==> config.mk <==
export PLATFORM = sky130hd
export DESIGN_NAME = smx_top
export DESIGN_NICKNAME = d
export VERILOG_FILES = /design/src/shared/smx_pkg.sv /design/src/shared/smx_mem_if.sv /design/src/rtl/smx_status_mem.sv /design/src/rtl/smx_top.sv
export VERILOG_INCLUDE_DIRS = /design/src /design/src/shared
export SDC_FILE = /design/constraint.sdc
export NUM_CORES = 1
export LEC_CHECK = 0
export ABC_AREA = 1
export BUFFER_PORTS_ARGS = -buffer_cell sky130_fd_sc_hd__buf_2
export CORE_ASPECT_RATIO = 0.9
export CORE_UTILIZATION = 25
export CTS_CLUSTER_DIAMETER = 150
export CTS_CLUSTER_SIZE = 30
export DETAILED_ROUTE_END_ITERATION = 7
export PLACE_DENSITY = 0.46
export SYNTH_ARGS = -nofsm -noshare
export SYNTH_HDL_FRONTEND = slang
export SYNTH_SLANG_ARGS = --single-unit
==> constraint.sdc <==
create_clock -name sys_clk -period 32.4 [get_ports sys_clk]
set_clock_uncertainty 0.05 [all_clocks]
set_input_delay 6.48 -clock sys_clk [delete_from_list [all_inputs] [get_ports sys_clk]]
set_output_delay 6.48 -clock sys_clk [all_outputs]
set_load 0.02 [all_outputs]
==> src/shared/smx_cfg.svh <==
// Constants of the station management read mux: addresses, frame layout, status words.
// Assumes inclusion by bare name from files that also compile smx_pkg.
`ifndef SMX_CFG_SVH
`define SMX_CFG_SVH

// Fixed address of the embedded PHY
`define SMX_EMB_PHY_ADDR 5'h10

// Frame layout: preamble ones, opcodes, last bit index of each field
`define SMX_PRE_BITS 6'h20
`define SMX_OP_RD 2'h2
`define SMX_OP_WR 2'h1
`define SMX_OP_LAST 4'h1
`define SMX_ADDR_LAST 4'h4
`define SMX_TA_LAST 4'h1
`define SMX_DATA_LAST 4'hf

// Responder register map and reset values
`define SMX_REG_STATUS 5'h01
`define SMX_REG_SPEC 5'h1f
`define SMX_STAT_BASE 16'h7809
`define SMX_STAT_LINK_BIT 2
`define SMX_SPEC_SPD_BIT 1
`define SMX_SPEC_DUP_BIT 0
`define SMX_MEM_RST 16'h0000
`define SMX_MEM_WORDS 32

// Cycles after reset release before the strap is captured
`define SMX_STRAP_WAIT 2'h2

`endif

==> src/shared/smx_pkg.sv <==
// Types shared by the station management read mux.
// Assumes nothing beyond a SystemVerilog compiler.
package smx_pkg;

  typedef enum logic [2:0] {
    SMX_IDLE,
    SMX_START,
    SMX_OP,
    SMX_PHYAD,
    SMX_REGAD,
    SMX_TA,
    SMX_DATA
  } smx_state_t;

endpackage

==> src/shared/smx_mem_if.sv <==
// Carrier between the frame logic and the responder register memory.
// Assumes both ends run on sys_clk.
interface smx_mem_if;
  logic [4:0] rd_addr;
  logic [15:0] rd_data;
  logic wr_en;
  logic [4:0] wr_addr;
  logic [15:0] wr_data;

  modport master (
    output rd_addr,
    output wr_en,
    output wr_addr,
    output wr_data,
    input rd_data
  );

  modport slave (
    input rd_addr,
    input wr_en,
    input wr_addr,
    input wr_data,
    output rd_data
  );
endinterface

==> src/rtl/smx_status_mem.sv <==
// Register memory that the device answers from while acting as a PHY.
// Assumes writes and reads come from smx_top on the same clock.
`include "smx_cfg.svh"

module smx_status_mem (
  // Clock and reset
  input wire logic sys_clk,
  input wire logic sys_rst,
  // Access port
  smx_mem_if.slave mem
);

  logic [15:0] word_q [`SMX_MEM_WORDS];

  always_ff @(posedge sys_clk or posedge sys_rst) begin
    if (sys_rst) begin
      for (int i = 0; i < `SMX_MEM_WORDS; i++) begin
        word_q[i] <= `SMX_MEM_RST;
      end
    end else if (mem.wr_en) begin
      word_q[mem.wr_addr] <= mem.wr_data;
    end
  end

  // Registered read keeps the answer path off the memory array
  always_ff @(posedge sys_clk or posedge sys_rst) begin
    if (sys_rst) begin
      mem.rd_data <= `SMX_MEM_RST;
    end else begin
      mem.rd_data <= word_q[mem.rd_addr];
    end
  end

endmodule

==> src/rtl/smx_top.sv <==
// Station management path: read-data mux in MAC mode, PHY responder in PHY mode.
// Assumes mac_* and emb_* come from logic on sys_clk; ext_* and the strap are pins.
`include "smx_cfg.svh"

module smx_top (
  // Clock and reset
  input wire logic sys_clk,
  input wire logic sys_rst,
  // Configuration
  input wire logic phy_mode_strap,
  input wire logic [4:0] external_phy_address,
  // Basic status reported in PHY mode
  input wire logic link_up,
  input wire logic speed_100,
  input wire logic full_duplex,
  // MAC core station side
  input wire logic mac_mdc,
  input wire logic mac_mdio_o,
  input wire logic mac_mdio_oe,
  output logic mdin,
  // Embedded PHY
  input wire logic emb_mdio_i,
  input wire logic emb_mdio_oe,
  output logic emb_mdc,
  output logic emb_mdio,
  // External management pins
  input wire logic ext_mdc_i,
  output logic ext_mdc_o,
  output logic ext_mdc_oe,
  input wire logic ext_mdio_i,
  output logic ext_mdio_o,
  output logic ext_mdio_oe,
  // Mode and last addressed PHY
  output logic phy_mode,
  output logic [4:0] managed_phy_address
);

  smx_mem_if mem_bus ();

  smx_status_mem u_mem (
    .sys_clk(sys_clk),
    .sys_rst(sys_rst),
    .mem(mem_bus.slave)
  );

  function automatic logic is_emb(input logic [4:0] addr);
    return addr == `SMX_EMB_PHY_ADDR;
  endfunction

  function automatic logic is_ext_resp(input logic [4:0] addr, input logic [4:0] cfg);
    return addr == {cfg[4:1], 1'b0};
  endfunction

  // Pin synchronisers: strap, data, clock
  logic [2:0] sync1_q;
  logic [2:0] sync2_q;

  always_ff @(posedge sys_clk or posedge sys_rst) begin
    if (sys_rst) begin
      sync1_q <= 3'h0;
      sync2_q <= 3'h0;
    end else begin
      sync1_q <= {phy_mode_strap, ext_mdio_i, ext_mdc_i};
      sync2_q <= sync1_q;
    end
  end

  // Strap is taken once, after the synchroniser has filled past reset;
  // the counter parks one step beyond the capture so it never repeats
  logic [1:0] strap_cnt_q;

  always_ff @(posedge sys_clk or posedge sys_rst) begin
    if (sys_rst) begin
      strap_cnt_q <= 2'h0;
    end else if (strap_cnt_q != `SMX_STRAP_WAIT + 2'h1) begin
      strap_cnt_q <= strap_cnt_q + 2'h1;
    end
  end

  // Second stage holds the pin level only from the second edge on
  logic strap_take;
  assign strap_take = strap_cnt_q == `SMX_STRAP_WAIT;
  logic phy_mode_d;
  logic phy_mode_held_q;

  always_ff @(posedge sys_clk or posedge sys_rst) begin
    if (sys_rst) begin
      phy_mode_held_q <= 1'b0;
    end else if (strap_take) begin
      phy_mode_held_q <= sync2_q[2];
    end
  end

  assign phy_mode_d = phy_mode_held_q;

  // Frame decoder watches the MAC core in MAC mode and the pins in PHY mode
  logic mdc_s;
  logic mdio_s;
  logic mdc_prev_q;
  logic rise;

  always_comb begin
    mdc_s = phy_mode_d ? sync2_q[0] : mac_mdc;
    mdio_s = phy_mode_d ? sync2_q[1] : mac_mdio_o;
  end

  always_ff @(posedge sys_clk or posedge sys_rst) begin
    if (sys_rst) begin
      mdc_prev_q <= 1'b0;
    end else begin
      mdc_prev_q <= mdc_s;
    end
  end

  assign rise = mdc_s & ~mdc_prev_q;

  smx_pkg::smx_state_t state_q;
  logic [5:0] pre_cnt_q;
  logic [3:0] bit_cnt_q;
  logic [15:0] shift_q;
  logic [1:0] op_q;
  logic [4:0] addr_q;
  logic [4:0] reg_q;
  logic sel_emb_q;
  logic match_q;
  logic [4:0] addr_next;
  logic [15:0] shift_next;
  logic last_bit;

  always_comb begin
    shift_next = {shift_q[14:0], mdio_s};
    addr_next = shift_next[4:0];
    unique case (state_q)
      smx_pkg::SMX_OP: last_bit = bit_cnt_q == `SMX_OP_LAST;
      smx_pkg::SMX_PHYAD: last_bit = bit_cnt_q == `SMX_ADDR_LAST;
      smx_pkg::SMX_REGAD: last_bit = bit_cnt_q == `SMX_ADDR_LAST;
      smx_pkg::SMX_TA: last_bit = bit_cnt_q == `SMX_TA_LAST;
      smx_pkg::SMX_DATA: last_bit = bit_cnt_q == `SMX_DATA_LAST;
      default: last_bit = 1'b0;
    endcase
  end

  // Frame sequencer, one step per rising management clock edge
  always_ff @(posedge sys_clk or posedge sys_rst) begin
    if (sys_rst) begin
      state_q <= smx_pkg::SMX_IDLE;
      pre_cnt_q <= 6'h0;
      bit_cnt_q <= 4'h0;
      shift_q <= 16'h0;
      op_q <= 2'h0;
      addr_q <= 5'h0;
      reg_q <= 5'h0;
      sel_emb_q <= 1'b0;
      match_q <= 1'b0;
    end else if (rise) begin
      shift_q <= shift_next;
      bit_cnt_q <= last_bit ? 4'h0 : bit_cnt_q + 4'h1;
      unique case (state_q)
        smx_pkg::SMX_IDLE: begin
          if (mdio_s) begin
            if (pre_cnt_q != `SMX_PRE_BITS) begin
              pre_cnt_q <= pre_cnt_q + 6'h1;
            end
          end else if (pre_cnt_q == `SMX_PRE_BITS) begin
            state_q <= smx_pkg::SMX_START;
          end else begin
            pre_cnt_q <= 6'h0;
          end
          bit_cnt_q <= 4'h0;
        end
        smx_pkg::SMX_START: begin
          pre_cnt_q <= 6'h0;
          bit_cnt_q <= 4'h0;
          state_q <= mdio_s ? smx_pkg::SMX_OP : smx_pkg::SMX_IDLE;
        end
        smx_pkg::SMX_OP: begin
          if (last_bit) begin
            op_q <= shift_next[1:0];
            // Unknown opcodes drop the frame rather than guess a direction
            if (shift_next[1:0] == `SMX_OP_RD || shift_next[1:0] == `SMX_OP_WR) begin
              state_q <= smx_pkg::SMX_PHYAD;
            end else begin
              state_q <= smx_pkg::SMX_IDLE;
            end
          end
        end
        smx_pkg::SMX_PHYAD: begin
          if (last_bit) begin
            addr_q <= addr_next;
            sel_emb_q <= is_emb(addr_next);
            match_q <= phy_mode_d && is_ext_resp(addr_next, external_phy_address);
            state_q <= smx_pkg::SMX_REGAD;
          end
        end
        smx_pkg::SMX_REGAD: begin
          if (last_bit) begin
            reg_q <= addr_next;
            state_q <= smx_pkg::SMX_TA;
          end
        end
        smx_pkg::SMX_TA: begin
          if (last_bit) begin
            state_q <= smx_pkg::SMX_DATA;
          end
        end
        smx_pkg::SMX_DATA: begin
          if (last_bit) begin
            state_q <= smx_pkg::SMX_IDLE;
          end
        end
      endcase
    end
  end

  logic in_read;
  assign in_read = (state_q == smx_pkg::SMX_TA || state_q == smx_pkg::SMX_DATA)
    && op_q == `SMX_OP_RD;

  // Responder memory access; writes land at the last data bit
  logic wr_en_q;
  logic [15:0] wr_data_q;

  always_ff @(posedge sys_clk or posedge sys_rst) begin
    if (sys_rst) begin
      wr_en_q <= 1'b0;
      wr_data_q <= 16'h0;
    end else begin
      wr_en_q <= rise && state_q == smx_pkg::SMX_DATA && last_bit && match_q
        && op_q == `SMX_OP_WR;
      wr_data_q <= shift_next;
    end
  end

  assign mem_bus.wr_en = wr_en_q;
  assign mem_bus.wr_addr = reg_q;
  assign mem_bus.wr_data = wr_data_q;
  assign mem_bus.rd_addr = reg_q;

  // Status word is a constant with a live link bit; speed and duplex bits of the speed word are live; everything else reads back the memory
  logic [15:0] answer;

  always_comb begin
    answer = mem_bus.rd_data;
    if (reg_q == `SMX_REG_STATUS) begin
      answer = `SMX_STAT_BASE;
      answer[`SMX_STAT_LINK_BIT] = link_up;
    end else if (reg_q == `SMX_REG_SPEC) begin
      answer[`SMX_SPEC_SPD_BIT] = speed_100;
      answer[`SMX_SPEC_DUP_BIT] = full_duplex;
    end
  end

  // PHY-mode answer: zero in the second turnaround bit, then data MSB first
  logic resp_oe_q;
  logic resp_out_q;
  logic [15:0] resp_sh_q;

  always_ff @(posedge sys_clk or posedge sys_rst) begin
    if (sys_rst) begin
      resp_oe_q <= 1'b0;
      resp_out_q <= 1'b0;
      resp_sh_q <= 16'h0;
    end else if (rise) begin
      if (state_q == smx_pkg::SMX_TA && !last_bit && match_q && in_read) begin
        resp_oe_q <= 1'b1;
        resp_out_q <= 1'b0;
        resp_sh_q <= answer;
      end else if (resp_oe_q && state_q == smx_pkg::SMX_DATA && last_bit) begin
        resp_oe_q <= 1'b0;
        resp_out_q <= 1'b0;
      end else if (resp_oe_q) begin
        resp_out_q <= resp_sh_q[15];
        resp_sh_q <= {resp_sh_q[14:0], 1'b0};
      end
    end
  end

  // Pin, embedded PHY and MAC-side outputs, all registered
  logic mdin_q;
  logic emb_mdc_q;
  logic emb_mdio_q;
  logic ext_mdc_o_q;
  logic ext_mdc_oe_q;
  logic ext_mdio_o_q;
  logic ext_mdio_oe_q;
  logic emb_read;

  assign emb_read = in_read && sel_emb_q;

  always_ff @(posedge sys_clk or posedge sys_rst) begin
    if (sys_rst) begin
      mdin_q <= 1'b1;
      emb_mdc_q <= 1'b0;
      emb_mdio_q <= 1'b1;
      ext_mdc_o_q <= 1'b0;
      ext_mdc_oe_q <= 1'b0;
      ext_mdio_o_q <= 1'b0;
      ext_mdio_oe_q <= 1'b0;
    end else begin
      emb_mdc_q <= mdc_s;
      emb_mdio_q <= mdio_s;
      mdin_q <= emb_read ? emb_mdio_i : sync2_q[1];
      if (phy_mode_d) begin
        // Clock is an input in PHY mode; the embedded PHY shares the pin
        ext_mdc_o_q <= 1'b0;
        ext_mdc_oe_q <= 1'b0;
        ext_mdio_o_q <= emb_read ? emb_mdio_i : resp_out_q;
        ext_mdio_oe_q <= emb_read ? emb_mdio_oe : resp_oe_q;
      end else begin
        ext_mdc_o_q <= mac_mdc;
        ext_mdc_oe_q <= 1'b1;
        ext_mdio_o_q <= mac_mdio_o;
        ext_mdio_oe_q <= mac_mdio_oe;
      end
    end
  end

  assign mdin = mdin_q;
  assign emb_mdc = emb_mdc_q;
  assign emb_mdio = emb_mdio_q;
  assign ext_mdc_o = ext_mdc_o_q;
  assign ext_mdc_oe = ext_mdc_oe_q;
  assign ext_mdio_o = ext_mdio_o_q;
  assign ext_mdio_oe = ext_mdio_oe_q;
  assign phy_mode = phy_mode_held_q;
  assign managed_phy_address = addr_q;

endmodule

==> results.txt, run 1 <==
For this run, the number of Yosys warnings is 0. Clock tree synthesis found a total of between 600 and 700 sinks. After layout, the minimum clock period comes to 8420 ps. The fraction of registers with async set/reset is between 90% and 100%. The worst setup path is of the primary input to async pin kind.

The die is 347 um wide. The register area share after synthesis came out at between 50% and 60%. The initial antenna violation count came out at 3. The analysis attributes to cell leakage a power of 0.0124 uW. The remaining antenna violation count is 0. The routed via count came out at around 21000. The fraction of final layout cells sized beyond drive strength 1 is 5.16%. The maximum VDD drop is just over 30 uV.

The number of detailed-route iterations in the first pass is 5. The floorplan die area came out at approximately 110000 sq um. The number of library cell types mapped by synthesis is 37.

The first global-routing pass estimated around 130000 um of wire. The number of buffers created by CTS is 24. The initial cell density of the core is between 20% and 30%.

The worst hold path belongs to the class flop to flop. The post-CTS setup-driven buffer insertion count came out at 0. For the pin with the worst max-slew slack, the measured transition is between 1000 and 1500 ps. The post-route DRC violation count came out at 0. The via count of the first global-routing pass is 19898.

Setup repair after global routing left no endpoint under its margin. The number of nets in the layout is ~2900. The minimum hold slack is 308 ps.

The number of enable-type register cells in the synthesized netlist came out at 0. The overall die height came out at roughly 310 um. The final critical path takes up 26.0% of the cycle. The TritonCTS clock tree is built. Pin placement for this block handled 31 I/O pins. The number of gates resized after CTS was 0. The deepest clock path buffer count came out at 3. The cell area power density is between 50 and 60 nW/um^2. The finished cells cover roughly 29000 sq um.

Counting flops and latches in the post-synthesis netlist gives a little over 600. The flow ran to the end, and the final reports show no timing, DRC or antenna violations. The synthesis-to-finish area growth is 7.78%. At the worst endpoint, the required time is roughly 33000 ps. After clock tree synthesis, the clock-pin slew on the worst setup and hold paths is 120 ps. For this run, the leading register cell type out of synthesis is sky130_fd_sc_hd__dfrtp_1. A synthesized cell averages between 8 and 9 sq um. Max-cap violations in this run came to 0. The setup TNS after final layout is 0 ps. The final routed wirelength across all metal layers came out at between 80000 and 90000 um. The layout filler cell count came out at approximately 11000. The sum of net half-perimeters after detailed placement came out at about 53000 um. The routed wire length per instance is 20.5 um. The global route total overflow came out at 0. The number of cells produced by synthesis is 3047. The source-to-sink clock delay at the later pin of the worst-skew pair is ~600 ps. The synthesized net count is approximately 3100. Setup violations remaining at the end of the flow were counted as 0.

Global routing consumed, over all layers together, 16.1% of the routing resources. Buffers placed on the I/O ports in this run total 29. The maximum clock frequency is 0.119 GHz. In this run the standard cell core region covers 106000 sq um. The critical path data arrival time is 8970 ps. The final weighted congestion in routability-driven placement came out at between 0.8 and 0.9. The total standard cell area after synthesis is between 20000 and 30000 sq um. The root buffer cell is sky130_fd_sc_hd__clkbuf_16. The worst pin sits at a relative slew slack of 15.9%.

The worst-path maximum fanout came out at ~110. The largest net degree at the start of global routing came out at between 100 and 150. The kind of capture point of the worst setup path is an async pin. The hold violation total from the final report came out at 0. After the first detailed-routing iteration, the DRC count stood at between 2000 and 2500. The number of pins exceeding their max-slew limit in the final report came out at 0.

The count of H-tree levels built during CTS is 1. Buffers inserted to repair hold after CTS numbered 0. The placed cell area came out at 28200 sq um. The design draws about 1500 uW. The number of rows in the core area came out at between 100 and 150. The sort of element at the start of the critical path is a primary input. Using the TritonRoute via totals, the vias-per-cell ratio works out to a little under 5.
==> per-layer routing <==
| metal | wire [um] | GRT usage, % | up-vias |
|---|---|---|---|
| met5 | 0 | 0 | - |
| met4 | 1490 | 2.65 | 0 |
| met3 | 5160 | 2.37 | 50 |
| met2 | 38100 | 24.1 | 492 |
| met1 | 43600 | 24.6 | 10517 |
| li1 | - | - | 9915 |
==> cells in the final DEF, fill, tap and decap left out, types with 4 or more instances in the layout <==
cell                        instances
sky130_fd_sc_hd__a21oi_1           11
sky130_fd_sc_hd__a22oi_1          112
sky130_fd_sc_hd__buf_2             29
sky130_fd_sc_hd__buf_4             47
sky130_fd_sc_hd__clkbuf_1          10
sky130_fd_sc_hd__clkbuf_16         25
sky130_fd_sc_hd__dfrtp_1          617
sky130_fd_sc_hd__ha_1               6
sky130_fd_sc_hd__inv_1            131
sky130_fd_sc_hd__nand2_1          842
sky130_fd_sc_hd__nand3_1          327
sky130_fd_sc_hd__nand3b_1          10
sky130_fd_sc_hd__nand4_1           24
sky130_fd_sc_hd__nor2_1            23
sky130_fd_sc_hd__nor2_2             4
sky130_fd_sc_hd__nor3_1             6
sky130_fd_sc_hd__nor3_2            11
sky130_fd_sc_hd__o211ai_1          32
sky130_fd_sc_hd__o21ai_0          605
sky130_fd_sc_hd__o21ai_1            4
sky130_fd_sc_hd__or2_2             13
==> state kept, by name, summed over array words and instances (netlist names), 5 cells and up <==
signal / cells
u_mem.word_q: 512
mem_bus.wr_data: 16
resp_sh_q: 16
u_mem.mem.rd_data: 16
shift_q: 15
pre_cnt_q: 6
managed_phy_address: 5
mem_bus.rd_addr: 5
==> metrics by stage <==
stage               utilization, %  setup WS [ps]  cells
global route                  27.3          23540   4305
finish                        27.3          23980   4306
detailed placement            26.6          23150   4269
CTS                           27.3          23820   4305
global placement              26.6          23130   4269
floorplan                        -           8480   3047
==> power by group <==
| group | switching, uW | internal [uW] |
|---|---|---|
| Sequential | 31.4 | 794 |
| Clock | 253 | 145 |
| Combinational | 214 | 34.0 |
| Total | 498 | 974 |
==> Yosys cell counts (2+ instances only) <==
cell type	number	share of area, %
sky130_fd_sc_hd__nand2_1	842	12
sky130_fd_sc_hd__dfrtp_1	619	58
sky130_fd_sc_hd__o21ai_0	605	11
sky130_fd_sc_hd__nand3_1	327	6.1
sky130_fd_sc_hd__clkbuf_1	195	2.7
sky130_fd_sc_hd__inv_1	132	1.8
sky130_fd_sc_hd__a22oi_1	112	3.1
sky130_fd_sc_hd__buf_2	33	0.62
sky130_fd_sc_hd__o211ai_1	32	0.90
sky130_fd_sc_hd__nor2_1	25	0.35
sky130_fd_sc_hd__nand4_1	24	0.56
sky130_fd_sc_hd__nor3_1	14	0.26
sky130_fd_sc_hd__or2_2	13	0.30
sky130_fd_sc_hd__a21oi_1	11	0.21
sky130_fd_sc_hd__nand3b_1	10	0.28
sky130_fd_sc_hd__ha_1	6	0.28
sky130_fd_sc_hd__buf_1	5	0.070
sky130_fd_sc_hd__nor2_2	4	0.093
sky130_fd_sc_hd__o21ai_1	4	0.075
sky130_fd_sc_hd__buf_4	3	0.084
sky130_fd_sc_hd__inv_2	3	0.042
sky130_fd_sc_hd__nor3_2	3	0.11
sky130_fd_sc_hd__nor4_4	3	0.24
sky130_fd_sc_hd__o22ai_1	3	0.070
sky130_fd_sc_hd__xnor2_1	3	0.098
sky130_fd_sc_hd__dfstp_2	2	0.20
sky130_fd_sc_hd__nand2_2	2	0.047
sky130_fd_sc_hd__nand3_2	2	0.075
sky130_fd_sc_hd__nor3b_1	2	0.056
==> cell type report <==
class | count | area [sq um] | area share (%)
antenna | 1 | 2.50 | 0.00866
clock buffer | 35 | 663 | 2.30
clock inverter | 1 | 11.3 | 0.0390
inverter | 135 | 517 | 1.79
multi-input combinational | 2054 | 9850 | 34.1
sequential | 621 | 15500 | 53.8
tap | 1380 | 1730 | 5.98
timing repair buffer | 79 | 558 | 1.93
==> cell families after synthesis <==
group	share of synthesized area (%)
compound gates	15.9
buf+inv	5.43
flops	58.0
fa+ha+maj	0.280
simple gates	20.3
xor+xnor	0.131
==> critical path, stage by stage <==
cell and delay [ps]:
sky130_fd_sc_hd__buf_2 130, sky130_fd_sc_hd__inv_8 440, sky130_fd_sc_hd__buf_4 810, sky130_fd_sc_hd__buf_4 880
==> final timing paths <==
| kind | from | end | depth (start not counted) | slack [ps] |
|---|---|---|---|---|
| setup / recovery | sys_rst | u_mem.word_q[425] | 4 | 23980 |
| min in group asynchronous | sys_rst | u_mem.word_q[365] | 2 | 5900 |
| hold reg to reg | sync1_q[1] | sync2_q[1] | 0 | 310 |
| hold / removal | sync1_q[1] | sync2_q[1] | 0 | 310 |
| setup reg to reg | mem_bus.rd_addr[0] | u_mem.word_q[343] | 7 | 28170 |
| max in group sys_clk | phy_mode | phy_mode | 1 | 24490 |
No activity file was read; power rests on OpenSTA's default activity.
==> run 2, diff against run 1 <==
==> constraint.sdc (replaced) <==
create_clock -name sys_clk -period 8 [get_ports sys_clk]
set_clock_uncertainty 0.05 [all_clocks]
set_input_delay 1.6 -clock sys_clk [delete_from_list [all_inputs] [get_ports sys_clk]]
set_output_delay 1.6 -clock sys_clk [all_outputs]
set_load 0.02 [all_outputs]
==> run 2 against run 1 <==
  * Core utilization about the same
  * Critical path depth increased by 4
  * Sequential cell count unchanged
  * Critical endpoint is now u_mem.word_q[267]
  * Worst hold slack got worse by 4.6 ps
  * Global-route usage barely moved
  * Setup slack got worse by 20000 ps
  * Wire length fell by 0.36%
  * First-iteration DRC count up 2.0%
  * Non-clock buffer count increased by 5
  * Sequential share of layout area about the same
  * Clock-buffer cell count down 2
  * Register-to-register slack got worse by 24000 ps
==> results.txt, run 2 (synthesis gave the netlist of run 1 again) <==
The clock-pin transition on the worst setup and hold timing paths is 120 ps (about the same). Cells along the critical path: buf_4, nand2_1, nor2_2, inv_1, nor4_4, buf_4, nand2_1, o21ai_0 (was buf_2, inv_8, buf_4, buf_4). Dividing the final minimum period by the clock period gives between 50% and 60%.

The final weighted congestion in routability-driven placement came out at 0.794 (was 0.802). The routed wire length per instance came out at 20.4 um (was 20.5 um). The number of port buffers came out at 29 (unchanged). The multi-input logic area came out at 9850 sq um (about the same). The quantity of hold-fixing buffers added after cts is 0 (unchanged). The critical path data arrival time was 4590 ps (was 8970 ps). The remaining antenna violation count is 0 (unchanged). The maximum VDD drop is 153 uV (was 30.6 uV). The worst path required time is 8480 ps (was 32950 ps). The kind of capture point of the worst setup path is a flop (was async pin). The count of pins on the block boundary is 31 (unchanged). The fraction of final layout cells sized beyond drive strength 1 came out at 5.33% (was 5.16%). The proportion of power drawn by combinational gates came out at 16.2% (was 16.8%). The clock network power share came to 27.2% (was 27.1%). The layout filler cell count came out at 11368 (was 11344).

The number of buffers created by CTS came out at 24 (unchanged). The TritonCTS clock tree is built (unchanged). The largest incremental delay on the critical path was 930 ps (was 880 ps). The sum of net half-perimeters after detailed placement was 53600 um (was 53200 um). The register-to-register path setup slack came to 3900 ps (was 28170 ps). The number of detailed-route iterations in the first pass came out at 5 (unchanged). The register containing the most flip-flops in the final layout is u_mem.word_q (unchanged).

The global route total overflow came out at 0 (unchanged). The overall die height came out at 313 um (unchanged). The global-route usage over all layers was 16.0% (was 16.1%). The transition at the pin with the smallest max-transition slack was 1170 ps (was 1260 ps).

The floorplan die area came out at 109000 sq um (unchanged). The deepest clock path buffer count was 3 (unchanged). The root buffer cell is sky130_fd_sc_hd__clkbuf_16 (unchanged). The relative contribution of sequential cells to total power came out at 56.7% (was 56.1%).

The worst setup path category is flop to flop (was primary input to async pin). The hold violation total from the final report is 0 (unchanged). Commonest cells after routing, fill and taps aside: sky130_fd_sc_hd__nand2_1 (842), sky130_fd_sc_hd__dfrtp_1 (617), sky130_fd_sc_hd__o21ai_0 (605) (unchanged).

The number of nets in the layout came out at 2944 (was 2939). The count of H-tree levels built during CTS is 1 (unchanged). The path category of the worst min-delay check was flop to flop (unchanged). The final-report setup violation count is 0 (unchanged). The reported net switching power is 2000 uW (was 498 uW). The final routed wirelength across all metal layers came out at 88000 um (was 88300 um). The worst-path maximum fanout is 55 (was 107). The initial cell density of the core came out at 25.3% (unchanged). The post-route DRC violation count came to 0 (unchanged).

The sort of element at the start of the critical path is a flop (was primary input). The number of sinks driven by the clock tree is 621 (unchanged). The source-to-sink clock delay at the later pin of the worst-skew pair is 620 ps (was 610 ps).

The cell with the biggest individual delay on the critical path is sky130_fd_sc_hd__dfrtp_4 (was sky130_fd_sc_hd__buf_4). Run status: finished, final reports clean (unchanged). The sequential cell area came to 15500 sq um (unchanged). The initial antenna violation count came out at 3 (unchanged). The number of rows in the core area came out at 113 (unchanged).

The largest net degree at the start of global routing was 159 (was 114). The minimum hold slack was 303 ps (was 308 ps). The first-pass GRT wire length is 134000 um (about the same). The internal power of the cells is 3930 uW (was 974 uW). The number of DRC markers after the initial detailed-route iteration is 2228 (was 2184). The synthesis-to-finish area growth is 7.88% (was 7.78%).

The static power due to leakage is 0.0124 uW (about the same). The area of the core region is 106000 sq um (unchanged). The leading cell type in the layout, fill and taps excluded was sky130_fd_sc_hd__nand2_1 (unchanged). RSZ-0062 raised after global routing: false (unchanged). The max-cap violation count is 0 (unchanged). The number of pins exceeding their max-slew limit in the final report is 0 (unchanged).

The final critical delay including setup and external delays is 4100 ps. The horizontal extent of the die is 347 um (unchanged). The proportion of total power due to net switching came out at 33.7% (was 33.8%). The max-slew headroom at the worst pin came out at 21.7% (was 15.9%). The total of cells resized after clock tree synthesis was 0 (unchanged). The vias per cell came to 4.85 (was 4.87).

The setup TNS after final layout is 0 ps (unchanged). The maximum clock frequency is roughly 0.24 GHz. The routed via count is 20915 (was 20974).

The number of flip-flops in the largest register came out at 512 (unchanged). The post-CTS setup-driven buffer insertion count was 0 (unchanged). The via count of the first global-routing pass is 19862 (was 19898). The cell area power density is 205 nW/um^2 (was 51.0 nW/um^2).
-- run 2: cell count changes in the layout (fill, tap and decap cells not counted) --
cell	change
sky130_fd_sc_hd__nor3_2	-1
sky130_fd_sc_hd__clkinv_4	+1
sky130_fd_sc_hd__nor3_1	+1
sky130_fd_sc_hd__inv_8	-2
sky130_fd_sc_hd__clkbuf_1	-2
sky130_fd_sc_hd__diode_2	+1
sky130_fd_sc_hd__buf_4	+5
sky130_fd_sc_hd__clkinv_2	+1
sky130_fd_sc_hd__clkinvlp_4	+1
-- run 2: metal layers --
metal | GRT usage [%] | vias to the layer above | part of all wire [%]
li1 | - | 9921 | -
met1 | 24.7 | 10477 | 50
met2 | 24.5 | 468 | 44
met3 | 1.74 | 49 | 4.5
met4 | 2.20 | 0 | 1.4
met5 | 0 | - | 0
-- run 2: critical path, delay by kind of cell, from the launching register on --
| family | cells | cell delay, ps |
|---|---|---|
| AO/OA/AOI/OAI | 1 | 80 |
| buffers and inverters | 3 | 1290 |
| flip-flops | 1 | 930 |
| AND/OR/NAND/NOR | 4 | 1470 |
-- run 2: power by group through the flow --
stage	Sequential [uW]	Clock (uW)	Combinational, uW
2_1_floorplan	3340	0	555
3_3_place_gp	3420	0	978
3_5_place_dp	3420	0	970
4_1_cts	3360	1670	971
5_1_grt	3370	1760	1030
6_report	3360	1610	960
-- run 2: per-stage QoR --
stage / utilization [%] / cell area, sq um / cells / total power (uW) / worst slack (ps)
3_3_place_gp: 26.7 / 28200 / 4274 / 4400 / 4030
2_1_floorplan: - / 26800 / 3047 / 3900 / -2130
5_1_grt: 27.3 / 28900 / 4309 / 6170 / 3700
3_5_place_dp: 26.7 / 28200 / 4274 / 4390 / 4020
6_report: 27.3 / 28900 / 4311 / 5930 / 3900
4_1_cts: 27.3 / 28900 / 4309 / 6000 / 3980
-- run 2: final cells by class --
cell class	instances	area share [%]
clock buffers	33	2.27
inverters	135	1.77
clock inverters	2	0.0476
flip-flops and latches	621	53.8
diodes	2	0.0173
repair buffers	84	2.06
multi-input cells	2054	34.1
well taps	1380	5.97
-- run 2: path summary, 6_finish.rpt --
kind | cells after the start | endpoint | start
min in group asynchronous | 2 | u_mem.word_q[368] | sys_rst
hold reg to reg | 0 | sync2_q[1] | sync1_q[1]
setup reg to reg | 8 | u_mem.word_q[267] | mem_bus.rd_addr[1]
setup / recovery | 8 | u_mem.word_q[267] | mem_bus.rd_addr[1]
hold / removal | 0 | sync2_q[1] | sync1_q[1]
max in group asynchronous | 4 | pre_cnt_q[4] | sys_rst
==> run 3, diff against run 2 <==
--- a/config.mk
+++ b/config.mk
@@ -13,7 +13,7 @@
 export CTS_CLUSTER_DIAMETER = 150
 export CTS_CLUSTER_SIZE = 30
 export DETAILED_ROUTE_END_ITERATION = 7
-export PLACE_DENSITY = 0.46
+export PLACE_DENSITY = 0.48
 export SYNTH_ARGS = -nofsm -noshare
 export SYNTH_HDL_FRONTEND = slang
 export SYNTH_SLANG_ARGS = --single-unit
==> constraint.sdc (replaced) <==
create_clock -name sys_clk -period 3.55 [get_ports sys_clk]
set_clock_uncertainty 0.05 [all_clocks]
set_input_delay 0.71 -clock sys_clk [delete_from_list [all_inputs] [get_ports sys_clk]]
set_output_delay 0.71 -clock sys_clk [all_outputs]
set_load 0.02 [all_outputs]
==> run 3 against run 2 <==
  * Die area did not move
  * Core utilization rose by 0.36 points
  * Final cell count rose by 0.70%
  * Critical path depth fell by 2
  * Global-route usage fell by 0.18 points
  * Critical path type unchanged
  * Largest power group unchanged
  * Highest routed layer is now met5
==> results.txt, run 3 (synthesis gave the netlist of run 1 again) <==
Run status: finished, final reports clean (unchanged). The final critical delay including setup and external delays is 3110 ps (was 4100 ps). The deepest clock path buffer count was 3 (unchanged). The global-route met3 utilization came out at 2.92% (was 1.74%). The horizontal extent of the die came out at 347 um (unchanged).

Commonest cells after routing, fill and taps aside: sky130_fd_sc_hd__nand2_1 (842), sky130_fd_sc_hd__dfrtp_1 (617), sky130_fd_sc_hd__o21ai_0 (605) (unchanged). The number of rows in the core area came to 113 (unchanged). The TritonCTS clock tree is built (unchanged). The reported net switching power is 4510 uW (was 2000 uW). The number of pins exceeding their max-slew limit in the final report came out at 0 (unchanged). The number of flip-flops in the largest register came to 512 (unchanged). The overall die height came out at 313 um (unchanged). The number of port buffers is 29 (unchanged). The clock-pin transition on the worst setup and hold timing paths came out at 130 ps (was 120 ps). The placed cell area came to 28600 sq um (was 28200 sq um).

The sequential cell area came out at 15500 sq um (unchanged). The register-to-register path setup slack is 440 ps (was 3900 ps). The clock network power share came out at 26.7% (was 27.2%). The initial antenna violation count is 3 (unchanged). The register containing the most flip-flops in the final layout was u_mem.word_q (unchanged). The sort of element at the start of the critical path is a flop (unchanged).

The worst-path maximum fanout was 32 (was 55). The post-route DRC violation count is 0 (unchanged). The fraction of final layout cells sized beyond drive strength 1 came out at 6.32% (was 5.33%). The final instance area came out at 29300 sq um (was 28900 sq um). The met2 usage came out at 23.5% (was 24.5%). The area of the core region was 106000 sq um (unchanged). The leading cell type in the layout, fill and taps excluded is sky130_fd_sc_hd__nand2_1 (unchanged). The initial cell density of the core is 25.3% (unchanged). The routed via count came out at 20854 (was 20915). The proportion of power drawn by combinational gates came out at 17.3% (was 16.2%). The kind of capture point of the worst setup path is a flop (unchanged).

The met1 demand-to-capacity share in global routing is 23.6% (was 24.7%). The transition at the pin with the smallest max-transition slack is 1160 ps (was 1170 ps). The combined buffer and inverter count along the critical path is 2 (was 3).

The root buffer cell is sky130_fd_sc_hd__clkbuf_16 (unchanged). The static power due to leakage came out at 0.0126 uW (was 0.0124 uW). The final routed wirelength across all metal layers came out at 86500 um (was 88000 um). The count of H-tree levels built during CTS is 1 (unchanged). The count of placed standard cells including taps is 4306 (was 4274).

The number of buffers created by CTS came out at 24 (unchanged). The source-to-sink clock delay at the later pin of the worst-skew pair came out at 610 ps (was 620 ps). RSZ-0062 raised after global routing: false (unchanged). The hold violation total from the final report was 0 (unchanged). Cells along the critical path: inv_4, nor2_4, inv_1, nor2_2, nand2_1, o21ai_0 (was buf_4, nand2_1, nor2_2, inv_1, nor4_4, buf_4, nand2_1, o21ai_0). The multi-input logic area was 9850 sq um (unchanged). The worst path required time is 4010 ps (was 8480 ps). The number of sinks driven by the clock tree came to 621 (unchanged).

The cell area power density is 460 nW/um^2 (was 205 nW/um^2). The minimum hold slack is 60.6 ps (was 303 ps). The synthesis-to-finish area growth came out at 9.31% (was 7.88%). The share of the core filled with cells in the final layout is 27.7% (was 27.3%). The global-route usage over all layers came out at 15.8% (was 16.0%).

The first-pass GRT wire length is 133000 um (was 134000 um). The filler-free cell count of the finished design is 4341 (was 4311). The number of nets in the layout came out at 2976 (was 2944).

The path category of the worst min-delay check is primary input to async pin (was flop to flop). The vias per cell came to 4.80 (was 4.85). The number of detailed-route iterations in the first pass came out at 6 (was 5). The internal power of the cells came out at 8970 uW (was 3930 uW). The count of pins on the block boundary came out at 31 (unchanged). The largest net degree at the start of global routing came out at 112 (was 159).

The total of cells resized after clock tree synthesis came to 0 (unchanged). The final-report setup violation count came to 0 (unchanged). The global route total overflow is 0 (unchanged). The sum of net half-perimeters after detailed placement came out at 55000 um (was 53600 um). The remaining antenna violation count came out at 0 (unchanged). The relative contribution of sequential cells to total power came out at 56.0% (was 56.7%).

The proportion of total power due to net switching is 33.4% (was 33.7%). The quantity of hold-fixing buffers added after cts came out at 0 (unchanged). The maximum VDD drop came out at 392 uV (was 153 uV).

The routing layer with the top usage in global route is met1 (unchanged). The max-cap violation count is 0 (unchanged). The largest incremental delay on the critical path came to 850 ps (was 930 ps). The cell with the biggest individual delay on the critical path is sky130_fd_sc_hd__nand2_1 (was sky130_fd_sc_hd__dfrtp_4).

The routed wire length per instance is 19.9 um (was 20.4 um). The worst setup path category was flop to flop (unchanged). The post-CTS setup-driven buffer insertion count is 0 (unchanged). The floorplan die area was 109000 sq um (unchanged). The final weighted congestion in routability-driven placement came to 0.847 (was 0.794).

The maximum clock frequency was 0.321 GHz (was 0.244 GHz). The period utilization came out at 87.7% (was 51.3%). The number of DRC markers after the initial detailed-route iteration came out at 2256 (was 2228). The max-slew headroom at the worst pin is 22.4% (was 21.7%). The layout filler cell count was 11386 (was 11368). The via count of the first global-routing pass came out at 20119 (was 19862).

The category of cells accounting for the largest share of critical-path delay is simple AND/OR/NAND/NOR gates (unchanged). The critical path data arrival time is 3570 ps (was 4590 ps).
## run 3: cell count changes in the layout (fill, tap and decap cells not counted), sizes merged
cell | previous run | this run
buf | 84 | 116
clkinv | 2 | 0
diode | 2 | 1
inv | 134 | 135
## run 3: worst paths after layout
kind	from	endpoint	cells after the start
min in group sys_clk	ext_mdc_i	sync1_q[0]	1
worst min register to register	sync1_q[1]	sync2_q[1]	0
worst max register to register	mem_bus.rd_addr[0]	u_mem.word_q[291]	6
max in group asynchronous	sys_rst	shift_q[9]	4
worst min-delay path	sys_rst	u_mem.word_q[366]	2
worst max-delay path	mem_bus.rd_addr[0]	u_mem.word_q[291]	6
## run 3: cell type report
cell class,count,share of cell area [%]
tap,1380,5.89
inverter,135,1.75
clock buffer,33,2.24
sequential,621,53.1
clock inverter,1,0.0384
timing repair buffer,116,3.37
multi-input combinational,2054,33.6
antenna,1,0.00854
## run 3: metal layers
layer | vias up | share of wire [%]
li1 | 9980 | -
met1 | 10321 | 49
met2 | 461 | 43
met3 | 90 | 5.5
met4 | 2 | 2.6
met5 | - | 0.015
## run 3: stage by stage
stage          setup slack, ps  total power [uW]  setup TNS, ps
3_5_place_dp               430             10000              0
4_1_cts                    403             13600              0
6_report                   436             13500              0
2_1_floorplan            -5690              8790       -3525810
5_1_grt                    195             14000              0
3_3_place_gp               520             10000              0
## run 3: power groups by stage
stage	Clock (uW)	Sequential [uW]	Combinational, uW
5_1_grt	3930	7570	2510
3_5_place_dp	0	7680	2350
2_1_floorplan	0	7540	1250
6_report	3600	7540	2330
4_1_cts	3730	7550	2350
3_3_place_gp	0	7680	2350
